[src/spimsb_regs.svh]
`ifndef SPIMSB_REGS_SVH
`define SPIMSB_REGS_SVH

// register byte offsets
`define SPIMSB_CTRL_OFS   8'h00
`define SPIMSB_STAT_OFS   8'h04
`define SPIMSB_DATA_OFS   8'h08
`define SPIMSB_AUX_OFS    8'h0c

// control register fields
`define SPIMSB_CTRL_IE    7
`define SPIMSB_CTRL_EN    6
`define SPIMSB_CTRL_LSB   5
`define SPIMSB_CTRL_CTL   4
`define SPIMSB_CTRL_CLOCK_POLARITY_BIT  3
`define SPIMSB_CTRL_CLOCK_PHASE_BIT  2
`define SPIMSB_CTRL_RESET 8'h00

// status register fields
`define SPIMSB_STAT_DONE  7
`define SPIMSB_STAT_COL   6
`define SPIMSB_STAT_DBL   0

// auxiliary register fields
`define SPIMSB_AUX_GATE   0
`define SPIMSB_AUX_SSIN   1
`define SPIMSB_AUX_ACK    2
`define SPIMSB_AUX_MOSIOE 3
`define SPIMSB_AUX_SCKOE  4
`define SPIMSB_AUX_MISOOE 5
`define SPIMSB_AUX_SSVAL  6
`define SPIMSB_AUX_RESET  8'h40

// half sck period minus one, in pclk cycles
`define SPIMSB_HALF_D4    6'd1
`define SPIMSB_HALF_D16   6'd7
`define SPIMSB_HALF_D64   6'd31
`define SPIMSB_HALF_D128  6'd63
`define SPIMSB_HALF_D2    6'd0
`define SPIMSB_HALF_D8    6'd3
`define SPIMSB_HALF_D32   6'd15

// index of the last sck edge and of the last bit in one byte
`define SPIMSB_LAST_EDGE  4'hf
`define SPIMSB_LAST_BIT   3'h7

`endif

[src/spimsb_pkg.sv]
package spimsb_pkg;
  // controller engine state
  typedef enum logic [0:0] {
    SPIMSB_IDLE = 1'b0,
    SPIMSB_RUN  = 1'b1
  } spimsb_state_t;
  // {double rate, rate select high, rate select low}
  typedef logic [2:0] spimsb_rate_t;
endpackage

[src/spimsb_sync.sv]
`timescale 1ns/1ns
// two-flop synchroniser for pin inputs
module spimsb_sync #(
  parameter int W = 4
) (
  // clock and reset
  input  wire logic         pclk,
  input  wire logic         presetn,
  // async in, sync out
  input  wire logic [W-1:0] async_i,
  output logic      [W-1:0] sync_o
);
  logic [W-1:0] meta_q;  // first stage, read only by second

  // one flop pair per bit
  genvar g;
  generate
    for (g = 0; g < W; g++)
    begin : g_bit
      always_ff @(posedge pclk or negedge presetn)
      begin
        if (!presetn)
        begin
          meta_q[g] <= 1'b0;
          sync_o[g] <= 1'b0;
        end
        else
        begin
          meta_q[g] <= async_i[g];
          sync_o[g] <= meta_q[g];
        end
      end
    end
  endgenerate
endmodule

[src/spimsb_clkdiv.sv]
`timescale 1ns/1ns
`include "spimsb_regs.svh"
// half-period tick generator for controller sck
module spimsb_clkdiv (
  // clock and reset
  input  wire logic                  pclk,
  input  wire logic                  presetn,
  // control
  input  wire logic                  run,
  input  wire spimsb_pkg::spimsb_rate_t rate,
  // one-cycle pulse per sck half period
  output logic                       tick
);
  import spimsb_pkg::*;

  logic [5:0] cnt_q;   // cycles into this half period
  logic [5:0] half;    // terminal count

  // rate decode
  always_comb
  begin
    unique case (rate)
      3'b000: half = `SPIMSB_HALF_D4;
      3'b001: half = `SPIMSB_HALF_D16;
      3'b010: half = `SPIMSB_HALF_D64;
      3'b011: half = `SPIMSB_HALF_D128;
      3'b100: half = `SPIMSB_HALF_D2;
      3'b101: half = `SPIMSB_HALF_D8;
      3'b110: half = `SPIMSB_HALF_D32;
      3'b111: half = `SPIMSB_HALF_D64;
    endcase
  end

  assign tick = run && (cnt_q == half);

  // counter restarts with every byte so the first half is full length
  always_ff @(posedge pclk or negedge presetn)
  begin
    if (!presetn)
      cnt_q <= 6'h00;
    else if (!run || tick)
      cnt_q <= 6'h00;
    else
      cnt_q <= cnt_q + 6'h01;
  end
endmodule

[src/spimsb_top.sv]
// What this block does
// data write starts eight-bit controller transfer
// done flag with enable raises interrupt
// software drives select before controller transfer
// software writes next byte or ends
// select low starts packet, high resyncs
// mosi controller to target, miso back
// last received byte held in buffer
// target idle, miso off while deselected
// target accepts data writes while deselected
// target byte end sets done flag
// transmit and receive paths kept separate
// no data write before shift ends
// unread byte overwritten by next one
// target sck phases over two cycles
// enabled mode forces pin directions
// power gate bit holds block inert
// select low in controller mode faults
// polarity and phase pick sck mode
// rate bits divide pclk two..128
// write during transfer sets collision
// done clears on ack or read-access
//
// Decided for this implementation: the APB slave port and the register offsets.
`timescale 1ns/1ns
`include "spimsb_regs.svh"
module spimsb_top (
  // clock and reset
  input  wire logic        pclk,
  input  wire logic        presetn,
  // apb slave
  input  wire logic        psel,
  input  wire logic        penable,
  input  wire logic        pwrite,
  input  wire logic [7:0]  paddr,
  input  wire logic [31:0] pwdata,
  output logic             pready,
  output logic             pslverr,
  output logic      [31:0] prdata,
  // interrupt request
  output logic             irq,
  // serial pins, each as in/out/oe
  input  wire logic        sck_i,
  output logic             sck_o,
  output logic             sck_oe,
  input  wire logic        mosi_i,
  output logic             mosi_o,
  output logic             mosi_oe,
  input  wire logic        miso_i,
  output logic             miso_o,
  output logic             miso_oe,
  input  wire logic        ss_n_i,
  output logic             ss_n_o,
  output logic             ss_n_oe
);
  import spimsb_pkg::*;

  // shift one bit in at the msb or lsb end
  function automatic logic [7:0] shift_in(input logic [7:0] s,
                                          input logic b, input logic lsb);
    shift_in = lsb ? {b, s[7:1]} : {s[6:0], b};
  endfunction

  // bit that goes out first
  function automatic logic out_bit(input logic [7:0] s, input logic lsb);
    out_bit = lsb ? s[0] : s[7];
  endfunction

  logic [7:0]    ctrl_q;      // serial control register
  logic [7:0]    aux_q;       // gate, select and pin options
  logic          dbl_q;       // double rate bit
  logic          done_q;      // transfer done flag
  logic          col_q;       // write collision flag
  logic          arm_done_q;  // status read saw done
  logic          arm_col_q;   // status read saw collision
  logic [7:0]    sh_q;        // shift register
  logic [7:0]    tx_q;        // last accepted transmit byte
  logic [7:0]    rx_q;        // receive buffer
  logic          out_q;       // serial output bit
  logic          sck_q;       // controller sck level
  logic [3:0]    edge_q;      // controller sck edge index
  logic [2:0]    cnt_q;       // target bits received
  spimsb_state_t st_q;        // controller engine
  logic [31:0]   prdata_q;    // read data, set in setup phase
  logic [3:0]    pins_s;      // synchronised pins
  logic          sck_p_q;     // previous synchronised sck
  logic          tick;        // controller half period
  logic [1:0]    cs_d_q;      // controller sample strobe, delayed
  logic [1:0]    cl_d_q;      // controller byte end, delayed
  logic [7:0]    crx_q;       // controller receive shifter

  // pin inputs pass two flops
  spimsb_sync #(.W(4)) u_sync (
    .pclk    (pclk),
    .presetn (presetn),
    .async_i ({~ss_n_i, miso_i, mosi_i, sck_i}),
    .sync_o  (pins_s)
  );

  logic sck_s, mosi_s, miso_s, ss_s;
  // select passes inverted, so a freshly reset synchroniser reads as
  // deselected instead of a false select pulse
  assign {ss_s, miso_s, mosi_s, sck_s} = {~pins_s[3], pins_s[2:0]};

  // mode decode; the gate bit blocks both modes
  logic en, ctl, tgt, lsb, clock_polarity_bit, clock_phase_bit, ss_low;
  assign en     = ctrl_q[`SPIMSB_CTRL_EN] && !aux_q[`SPIMSB_AUX_GATE];
  assign ctl    = en && ctrl_q[`SPIMSB_CTRL_CTL];
  assign tgt    = en && !ctrl_q[`SPIMSB_CTRL_CTL];
  assign lsb    = ctrl_q[`SPIMSB_CTRL_LSB];
  assign clock_polarity_bit   = ctrl_q[`SPIMSB_CTRL_CLOCK_POLARITY_BIT];
  assign clock_phase_bit   = ctrl_q[`SPIMSB_CTRL_CLOCK_PHASE_BIT];
  assign ss_low = !ss_s;

  // apb decode
  logic acc, wr, rd, hit_ctrl, hit_stat, hit_data, hit_aux, mapped;
  assign acc      = psel && penable;
  assign wr       = acc && pwrite;
  assign rd       = acc && !pwrite;
  assign hit_ctrl = paddr == `SPIMSB_CTRL_OFS;
  assign hit_stat = paddr == `SPIMSB_STAT_OFS;
  assign hit_data = paddr == `SPIMSB_DATA_OFS;
  assign hit_aux  = paddr == `SPIMSB_AUX_OFS;
  assign mapped   = hit_ctrl || hit_stat || hit_data || hit_aux;
  assign pready   = 1'b1;
  assign pslverr  = acc && !mapped;
  assign prdata   = prdata_q;

  // controller faulted by select pulled low as an input
  logic fault;
  assign fault = ctl && aux_q[`SPIMSB_AUX_SSIN] && ss_low;

  // transfer in progress; only deselected target or idle take data
  logic busy, data_wr, accept, start;
  assign busy    = (st_q == SPIMSB_RUN) || (|cl_d_q) || (tgt && ss_low);
  assign data_wr = wr && hit_data;
  assign accept  = data_wr && !busy && en;
  assign start   = accept && ctl && !fault;

  // controller edges: leading edges have even index
  logic c_samp, c_setup, c_last;
  assign c_samp  = tick && (edge_q[0] == clock_phase_bit);
  assign c_setup = tick && (edge_q[0] != clock_phase_bit);
  assign c_last  = tick && (edge_q == `SPIMSB_LAST_EDGE);

  // target edges found from the sampled sck
  logic rise, fall, lead, trail, t_act, t_samp, t_setup, t_last;
  assign rise    = sck_s && !sck_p_q;
  assign fall    = !sck_s && sck_p_q;
  assign lead    = clock_polarity_bit ? fall : rise;
  assign trail   = clock_polarity_bit ? rise : fall;
  assign t_act   = tgt && ss_low;
  assign t_samp  = t_act && (clock_phase_bit ? trail : lead);
  assign t_setup = t_act && (clock_phase_bit ? lead : trail);
  assign t_last  = t_samp && (cnt_q == `SPIMSB_LAST_BIT);

  logic in_bit, byte_done;
  assign in_bit    = ctl ? miso_s : mosi_s;
  assign byte_done = cl_d_q[1] || t_last;

  // sck half period divider
  spimsb_clkdiv u_div (
    .pclk    (pclk),
    .presetn (presetn),
    .run     (st_q == SPIMSB_RUN),
    .rate    ({dbl_q, ctrl_q[1:0]}),
    .tick    (tick)
  );

  // previous sck sample for edge finding
  always_ff @(posedge pclk or negedge presetn)
  begin
    if (!presetn)
      sck_p_q <= 1'b0;
    else
      sck_p_q <= sck_s;
  end

  // controller engine: sixteen sck edges then stop
  always_ff @(posedge pclk or negedge presetn)
  begin
    if (!presetn)
    begin
      st_q   <= SPIMSB_IDLE;
      edge_q <= 4'h0;
      sck_q  <= 1'b0;
    end
    else if (!ctl || fault)
    begin
      // abort and park the clock at its idle level
      st_q   <= SPIMSB_IDLE;
      edge_q <= 4'h0;
      sck_q  <= clock_polarity_bit;
    end
    else
    begin
      unique case (st_q)
        SPIMSB_IDLE:
        begin
          sck_q  <= clock_polarity_bit;
          edge_q <= 4'h0;
          if (start)
            st_q <= SPIMSB_RUN;
        end
        SPIMSB_RUN:
        begin
          if (tick)
          begin
            sck_q  <= ~sck_q;
            edge_q <= edge_q + 4'h1;
          end
          if (c_last)
            st_q <= SPIMSB_IDLE;
        end
      endcase
    end
  end

  // target bit counter, cleared whenever deselected
  always_ff @(posedge pclk or negedge presetn)
  begin
    if (!presetn)
      cnt_q <= 3'h0;
    else if (!t_act)
      cnt_q <= 3'h0;
    else if (t_samp)
      cnt_q <= cnt_q + 3'h1;
  end

  // shift register and transmit copy
  always_ff @(posedge pclk or negedge presetn)
  begin
    if (!presetn)
    begin
      sh_q <= 8'h00;
      tx_q <= 8'h00;
    end
    else if (accept)
    begin
      sh_q <= pwdata[7:0];
      tx_q <= pwdata[7:0];
    end
    else if (c_samp || t_samp)
      sh_q <= shift_in(sh_q, in_bit, lsb);
    else if (tgt && !ss_low && cnt_q != 3'h0)
      sh_q <= tx_q;  // partial byte dropped on deselect
  end

  // output bit: first bit early, then on each setup edge
  always_ff @(posedge pclk or negedge presetn)
  begin
    if (!presetn)
      out_q <= 1'b0;
    else if (accept)
      out_q <= out_bit(pwdata[7:0], lsb);
    else if (c_setup || t_setup || (tgt && !ss_low))
      out_q <= out_bit(sh_q, lsb);
  end

  // miso shows two pclk late through the synchroniser; at fast rates
  // the far side has moved the pin again by then, so the controller
  // samples two cycles after its own sck edge and ends the byte later
  always_ff @(posedge pclk or negedge presetn)
  begin
    if (!presetn)
    begin
      cs_d_q <= 2'b00;
      cl_d_q <= 2'b00;
    end
    else
    begin
      cs_d_q <= {cs_d_q[0], c_samp && ctl};
      cl_d_q <= {cl_d_q[0], c_last && ctl && !fault};
    end
  end

  // controller receive shifter, fed by the delayed strobe
  always_ff @(posedge pclk or negedge presetn)
  begin
    if (!presetn)
      crx_q <= 8'h00;
    else if (cs_d_q[1])
      crx_q <= shift_in(crx_q, miso_s, lsb);
  end

  // receive buffer; an unread byte is simply overwritten
  always_ff @(posedge pclk or negedge presetn)
  begin
    if (!presetn)
      rx_q <= 8'h00;
    else if (t_last)
      rx_q <= shift_in(sh_q, in_bit, lsb);
    else if (cl_d_q[1])
      rx_q <= cs_d_q[1] ? shift_in(crx_q, miso_s, lsb)
                        : crx_q;
  end

  // control register; the fault drops controller mode
  always_ff @(posedge pclk or negedge presetn)
  begin
    if (!presetn)
      ctrl_q <= `SPIMSB_CTRL_RESET;
    else
    begin
      if (wr && hit_ctrl)
        ctrl_q <= pwdata[7:0];
      if (fault)
        ctrl_q[`SPIMSB_CTRL_CTL] <= 1'b0;
    end
  end

  // aux register and double rate bit
  always_ff @(posedge pclk or negedge presetn)
  begin
    if (!presetn)
    begin
      aux_q <= `SPIMSB_AUX_RESET;
      dbl_q <= 1'b0;
    end
    else
    begin
      if (wr && hit_aux)
        aux_q <= pwdata[7:0] & ~(8'h01 << `SPIMSB_AUX_ACK);
      if (wr && hit_stat)
        dbl_q <= pwdata[`SPIMSB_STAT_DBL];
    end
  end

  // flags: arm on status read, clear on data access; set wins
  logic data_acc, ack;
  assign data_acc = acc && hit_data;
  assign ack      = wr && hit_aux && pwdata[`SPIMSB_AUX_ACK];
  always_ff @(posedge pclk or negedge presetn)
  begin
    if (!presetn)
    begin
      done_q     <= 1'b0;
      col_q      <= 1'b0;
      arm_done_q <= 1'b0;
      arm_col_q  <= 1'b0;
    end
    else
    begin
      if (byte_done || fault)
        done_q <= 1'b1;
      else if (ack || (data_acc && arm_done_q))
        done_q <= 1'b0;
      if (data_wr && busy)
        col_q <= 1'b1;
      else if (data_acc && arm_col_q)
        col_q <= 1'b0;
      if (rd && hit_stat)
      begin
        arm_done_q <= done_q;
        arm_col_q  <= col_q;
      end
      else if (data_acc)
      begin
        arm_done_q <= 1'b0;
        arm_col_q  <= 1'b0;
      end
    end
  end

  // read data captured in the setup cycle
  always_ff @(posedge pclk or negedge presetn)
  begin
    if (!presetn)
      prdata_q <= 32'h0000_0000;
    else if (psel && !penable && !pwrite)
    begin
      prdata_q <= 32'h0000_0000;
      if (hit_ctrl)
        prdata_q[7:0] <= ctrl_q;
      else if (hit_stat)
        prdata_q[7:0] <= {done_q, col_q, 5'h00, dbl_q};
      else if (hit_data)
        prdata_q[7:0] <= rx_q;
      else if (hit_aux)
        prdata_q[7:0] <= aux_q;
    end
  end

  assign irq = done_q && ctrl_q[`SPIMSB_CTRL_IE];

  // pin drive, overridden by mode while enabled
  assign sck_o   = sck_q;
  assign mosi_o  = out_q;
  assign miso_o  = out_q;
  assign ss_n_o  = aux_q[`SPIMSB_AUX_SSVAL];
  assign sck_oe  = ctl && aux_q[`SPIMSB_AUX_SCKOE];
  assign mosi_oe = ctl && aux_q[`SPIMSB_AUX_MOSIOE];
  assign ss_n_oe = ctl && !aux_q[`SPIMSB_AUX_SSIN];
  assign miso_oe = t_act && aux_q[`SPIMSB_AUX_MISOOE];
endmodule

[config.mk]
export PLATFORM = sky130hd
export DESIGN_NAME = spimsb_top
export DESIGN_NICKNAME = d
export VERILOG_FILES = /design/src/spimsb_pkg.sv /design/src/spimsb_sync.sv /design/src/spimsb_clkdiv.sv /design/src/spimsb_top.sv
export VERILOG_INCLUDE_DIRS = /design/src
export SDC_FILE = /design/constraint.sdc
export NUM_CORES = 1
export LEC_CHECK = 0
export BUFFER_PORTS_ARGS = -buffer_cell sky130_fd_sc_hd__buf_2
export CAP_MARGIN = 20
export CORE_ASPECT_RATIO = 1.2
export CORE_MARGIN = 5
export CORE_UTILIZATION = 35
export DETAILED_ROUTE_END_ITERATION = 10
export SYNTH_ARGS = -nofsm -noshare
export SYNTH_HDL_FRONTEND = slang
export SYNTH_HIERARCHICAL = 1
export SYNTH_SLANG_ARGS = --single-unit
export TNS_END_PERCENT = 20
[constraint.sdc]
create_clock -name pclk -period 3 [get_ports pclk]
set_clock_uncertainty 0.05 [all_clocks]
set_input_delay 0.6 -clock pclk [delete_from_list [all_inputs] [get_ports pclk]]
set_output_delay 0.6 -clock pclk [all_outputs]
set_load 0.02 [all_outputs]
# Word-level counts from Yosys, hierarchy flattened
# Memories as Yosys holds them, arrays and structs flattened.
# Cells that the tools add are included.
[word_totals]
reg_bits = 89
rom_bits = 48
inputBits = 49
mem_count = 1
[mem_list]
columns = ["memory", "words", "width", "rd", "rd_clocked_by_memory_dff", "wr", "line", "text"]
rows = [
  ["(name not given)", 8, 6, 1, 0, 0, "spimsb_clkdiv.sv:22", "unique case (rate)"],
]
[classes]
addsub = 3
n_mux = 43
eq_ne = 10
bitwise = 3
reduce_logical = 81
[ops]
columns = ["operator", "count"]
rows = [
  ["$mux 8", 12],
  ["$logic_and 1x1->1", 45],
  ["$mux 1", 22],
  ["$eq 8x4->1 const B", 2],
  ["$logic_not 1->1", 13],
  ["$logic_or 1x1->1", 13],
  ["$reduce_bool 2->1", 6],
  ["$eq 8x3->1 const B", 1],
  ["$logic_not 8->1", 1],
  ["$mux 4", 2],
  ["$pmux 4 s2", 1],
  ["$add 6x1->6 const B", 1],
  ["$eq 6x6->1", 1],
  ["$mux 3", 2],
  ["$mux 6", 1],
  ["$reduce_bool 3->1", 2],
  ["$mux 5", 1],
  ["$add 4x1->4 const B", 1],
  ["$eq 4x4->1 const B", 1],
  ["$pmux 1 s2", 2],
  ["$add 3x1->3 const B", 1],
  ["$eq 3x3->1 const B", 1],
  ["$ne 3x1->1 const B", 1],
  ["$not 1->1", 3],
  ["4 further kinds", 4],
]

# Depth between registers and ports, before layout
[depth]
ltp_word = 13
depth_mapped = 11
depth_no_buf = 9

# Cells and area by module
# Netlist, hierarchy kept.
[by_module_without_submodules]
columns = ["module", "instances", "area_per_inst_um2", "seq_area_each_um2", "cells_each"]
rows = [
  ["spimsb_top", 1, 3976.3, 1878.1, 390],
  ["spimsb_clkdiv", 1, 425.4, 150.1, 46],
  ["spimsb_sync", 1, 200.2, 200.2, 8],
]

# Worst setup path after synthesis
# OpenSTA, ideal clock, no wires.
[synth_timing]
kind = "register to register"
from = "register ctrl_q[1]"
to = "register sh_q[7]"
t_required_ns = 2.826
arrival_ns = 2.347
stages_incl_launch_ff = 12
slack_ns = 0.479
setup_time_ns = 0.124
path_cell_list = "dfrtp_1 and4b_2 a32oi_1 nand3_1 o211a_1 clkbuf_1 a32o_1 a21oi_1 buf_2 nand2_1 o211ai_1 nand2_1"
[synth_between]
elab_chain_cells = 7
[synth_rtl]
columns = ["element", "line", "text"]
rows = [
  ["start: declaration", "spimsb_top.sv:69", "logic [7:0] ctrl_q;"],
  ["start signal: assignment", "spimsb_top.sv:302", "ctrl_q <= `SPIMSB_CTRL_RESET;"],
  ["start signal: assignment", "spimsb_top.sv:306", "ctrl_q <= pwdata[7:0];"],
  ["$mem_v2 8x6 *", "n/a", ""],
  ["$eq 6x6->1 *", "spimsb_clkdiv.sv:34", "assign tick = run && (cnt_q == half);"],
  ["$logic_and 1x1->1 *", "spimsb_clkdiv.sv:34", ""],
  ["net tick", "spimsb_top.sv:87", "logic tick;"],
  ["$logic_and 1x1->1 *", "spimsb_top.sv:142", "assign c_samp = tick && (edge_q[0] == clock_phase_bit);"],
  ["$logic_or 1x1->1 *", "spimsb_top.sv:243", "else if (c_samp || t_samp)"],
  ["$mux 8", "spimsb_top.sv:243", ""],
  ["$mux 8", "spimsb_top.sv:238", "else if (accept)"],
  ["end signal: assignment", "spimsb_top.sv:240", "sh_q <= pwdata[7:0];"],
  ["end signal: assignment", "spimsb_top.sv:244", "sh_q <= shift_in(sh_q, in_bit, lsb);"],
  ["end signal: assignment", "spimsb_top.sv:246", "sh_q <= tx_q;"],
  ["end: declaration", "spimsb_top.sv:76", "logic [7:0] sh_q;"],
]
# The timed path passes the listed nets; every way through them passes the cells marked *.
# A chain may end at the register's enable or synchronous reset.

# Worst setup path after layout
[layout_timing]
from = "register ctrl_q[0]"
to = "register sh_q[0]"
# The elaborated chain is that of the path after synthesis.

==> run summary <==
The number of global-route vias before repair is 3450. The floorplan step set the die height to roughly 140 um. Port buffering added 42 buffers. The number of setup buffers added after CTS is 0. The count of antenna-violating nets left after detailed routing came out at 0. The slack of the critical path came out at approximately 500 ps. The number of endpoints failing setup at the final stage is 0. The share of the cycle needed by the critical path after routing is 0.832.

After detailed routing, the number of vias per cell comes to between 5 and 6. The slowest stage of the critical path is the sky130_fd_sc_hd__dfrtp_1 cell. The gate count after technology mapping is ~440. The top-level port count came out at just over 90.

After clock tree synthesis, the flow added hold-fix buffers numbering 0. TritonCTS built the clock tree. The cell sitting at the root of the clock tree is a sky130_fd_sc_hd__clkbuf_16. The overall die width is 115 um.

The sequential element share of the synthesized area is 0.484. The final critical delay including setup and external delays is 2500 ps. The H-tree generated during clock tree synthesis spans 3 levels.

The number of max-slew violations in the final report came to 0. The number of antenna diodes is 0. IR analysis of the VDD net gives a maximum drop of ~0.27 mV. The top-area cell type share of the netlist area came out at 0.479. At the end of routability-driven placement, the weighted congestion stood at 0.787.

The number of clock sinks seen by CTS is slightly below 90. Measured against its own limit, the worst slew margin works out to 0.526. At the pin with the least slew margin, the transition time is between 700 and 800 ps. Setup repair after global routing left no endpoint under its margin. The number of fill cells in the layout is between 1000 and 1500. The clock buffer count from CTS is 9. The highest fanout seen on the critical path is 16. Among cell families on the critical path, the largest total delay comes from compound AO/OA/AOI/OAI gates. The buffers plus inverters on the worst setup path is 2.

The core outline area is approximately 13000 um2. The average detailed-routed wire length per instance came out at approximately 15 um. The DRC violation total after the first TritonRoute iteration came out at 140.

From synthesis to final layout, the design area changed by 14.0%. The total via count after detailed routing is 3334. The overall routed net length came out at approximately 10 mm. The biggest area contributor in the post-synthesis netlist is sky130_fd_sc_hd__dfrtp_1.

The share of final-layout standard cells stronger than drive strength 1 came out at 0.235. The first global-routing pass estimated 17.2 mm of wire. The global route total overflow came out at 0. The pin count of the biggest net entering global routing is 50. Walking the worst path, the cells encountered are nand2b_1 -> a32oi_1 -> nand3_1 -> o211a_1 -> buf_4 -> a32o_1 -> a21oi_1 -> buf_4 -> nand2b_1 -> o211ai_1 -> o21ai_1. In the synthesized netlist the dominant register cell turns out to be sky130_fd_sc_hd__dfrtp_1. The total number of nets in the final design came out at ~550. The timing-limited maximum frequency is roughly 0.4 GHz. The clock tree buffer depth came out at 2.

The site row count came out at 46. The routed length on met1 came out at 4.41 mm. Averaged over all synthesized cells, the footprint is 10.4 um2.

The floorplan step defined a die boundary enclosing about 16000 um2. The flow ran to the end, and the final reports show no timing, DRC or antenna violations. The critical path launch point type is a register. Yosys mapped a number of flops with a built-in enable equal to 0. The total number of yosys warnings is 6. The detailed route wirelength on metal3 came out at a little under 500 um. The leakage dissipation is roughly 2.4 nW.

The effective utilization at floorplan is 0.352. The number of detailed-routing iterations run before antenna repair is 4. The global-route usage over all layers came out at 0.140. The maximum single-stage delay on the critical path came out at between 400 and 500 ps. The half-perimeter wire length of the detailed placement result came out at just under 8 mm. The mapped cell area is around 4600 um2. The number of endpoints with negative hold slack in the final report is 0.

The count of unresolved DRC violations after routing came out at 0. The met2 wirelength from detailed routing came out at between 5 and 6 mm. The startpoint-to-endpoint class of the critical path is register to register.

Prior to clock tree synthesis, the placed netlist has a worst setup slack of 382 ps. The category of the worst setup path capture point is a register. The final setup TNS is 0 ps. The power per standard cell area came out at 483 nW/um2. The register bit total from synthesis came out at 89. The post-CTS clock slew at the launch and capture registers of the worst setup and hold paths came out at approximately 60 ps. The required time at the worst-slack endpoint is between 3000 and 4000 ps.

After detailed routing, no signal wire sits above met4. By area the synthesized netlist is led by sky130_fd_sc_hd__dfrtp_1 (48%), sky130_fd_sc_hd__mux2_2 (6.1%), sky130_fd_sc_hd__mux2i_1 (5.9%), sky130_fd_sc_hd__buf_4 (4.6%), sky130_fd_sc_hd__nor2_1 (3.9%). The post-synthesis async set-or-reset flop share is 1.00. The clock latency reported for the late side of the worst-skew pair is roughly 340 ps. The count of maximum capacitance violations is 0.

The number of antenna violations at the first check in global routing came out at 0. The number of gates resized after CTS was 0. STA puts the critical path data arrival time at ~2700 ps. In this run the worst hold path is classified as primary input to async pin.

The number of distinct library cells after synthesis is 56.
registers in the layout, summed over array words and instances (netlist names), 2 cells and up:
name,count
u_sync/sync_o,4
aux_q,7
u_div/cnt_q,6
tx_q,8
sh_q,8
prdata,8
crx_q,8
ctrl_q,8
cnt_q,3
u_sync/meta_q,4
cs_d_q,2
edge_q,4
rx_q,8
cl_d_q,2
cell type report:
type	count	area [um2]	share of cell area
timing repair buffer	57	325	0.0620
inverter	8	30.0	0.00573
sequential	89	2230	0.425
tap	168	210	0.0401
clock buffer	10	239	0.0456
clock inverter	6	67.6	0.0129
multi-input combinational	327	2140	0.409
final timing paths:
| kind | from | to | slack [ps] | cells after the start |
|---|---|---|---|---|
| worst min register to register | u_sync/meta_q[0]$_DFF_PN0_ | u_sync/sync_o[0]$_DFF_PN0_ | 300 | 0 |
| worst max-delay path | ctrl_q[0]$_DFFE_PN0P_ | sh_q[0]$_DFFE_PN0P_ | 500 | 11 |
| min in group pclk | u_sync/meta_q[0]$_DFF_PN0_ | u_sync/sync_o[0]$_DFF_PN0_ | 300 | 0 |
| max in group asynchronous | presetn | prdata[7]$_DFFE_PN0P_ | 1980 | 2 |
| worst max register to register | ctrl_q[0]$_DFFE_PN0P_ | sh_q[0]$_DFFE_PN0P_ | 500 | 11 |
| worst min-delay path | presetn | u_sync/meta_q[2]$_DFF_PN0_ | 220 | 1 |
metal layers:
| layer | up-vias | global-route usage |
|---|---|---|
| li1 | 1610 | - |
| met1 | 1630 | 0.171 |
| met2 | 82 | 0.243 |
| met3 | 12 | 0.0165 |
| met4 | 0 | 0.0660 |
| met5 | - | 0 |
where the power goes:
part,internal [mW],leakage (nW),total [mW],switching [mW]
Sequential,1.22,1.18,1.24,0.0186
Combinational,0.0478,1.10,0.160,0.112
Clock,0.669,0.145,1.13,0.463
Total,1.94,2.43,2.53,0.594
cell usage after synthesis (all sizes together), types with 5 or more instances:
master,count
nor3,7
inv,8
nand2,46
mux2,29
ha,5
and2,5
mux2i,27
o21ai,20
nor2,48
clkbuf,8
a211o,6
dfrtp,88
buf,35
nand3,11
a21oi,33
nand2b,5
xnor2,7
cell families after synthesis:
kind of cell / share of synthesized area
simple gates: 0.157
flops: 0.484
compound gates: 0.106
mux: 0.148
buf+inv: 0.0685
xor+xnor: 0.0209
fa+ha+maj: 0.0136
other cells: 0.00163
stage by stage:
stage	util	cell area (um2)	std cells	power [mW]	hold WS, ps
2_1_floorplan	-	4690	467	1.37	254
3_3_place_gp	0.378	4940	649	1.42	284
3_5_place_dp	0.378	4940	649	1.42	286
4_1_cts	0.401	5250	665	2.57	245
5_1_grt	0.401	5250	665	2.62	278
6_report	0.401	5250	665	2.53	222
cell usage in the layout, fill, tap and decap left out, types with 6 or more instances in the layout:
cell                        count
sky130_fd_sc_hd__mux2i_1       27
sky130_fd_sc_hd__a21oi_1       33
sky130_fd_sc_hd__buf_4         16
sky130_fd_sc_hd__xnor2_1        7
sky130_fd_sc_hd__dfrtp_1       88
sky130_fd_sc_hd__conb_1        25
sky130_fd_sc_hd__inv_1          8
sky130_fd_sc_hd__clkbuf_16      9
sky130_fd_sc_hd__a211o_1        6
sky130_fd_sc_hd__buf_2         41
sky130_fd_sc_hd__nand2_1       46
sky130_fd_sc_hd__nand3_1       11
sky130_fd_sc_hd__o21ai_0       17
sky130_fd_sc_hd__nor2_1        48
sky130_fd_sc_hd__mux2_2        25
worst reg2reg max path, cell delays in order (launching register included):
cell and delay, ps:
sky130_fd_sc_hd__dfrtp_1 470, sky130_fd_sc_hd__nand2b_1 220, sky130_fd_sc_hd__a32oi_1 300, sky130_fd_sc_hd__nand3_1 110
sky130_fd_sc_hd__o211a_1 260, sky130_fd_sc_hd__buf_4 180, sky130_fd_sc_hd__a32o_1 210, sky130_fd_sc_hd__a21oi_1 120
sky130_fd_sc_hd__buf_4 230, sky130_fd_sc_hd__nand2b_1 80, sky130_fd_sc_hd__o211ai_1 90, sky130_fd_sc_hd__o21ai_1 80
(Power assumes the default switching activity.)
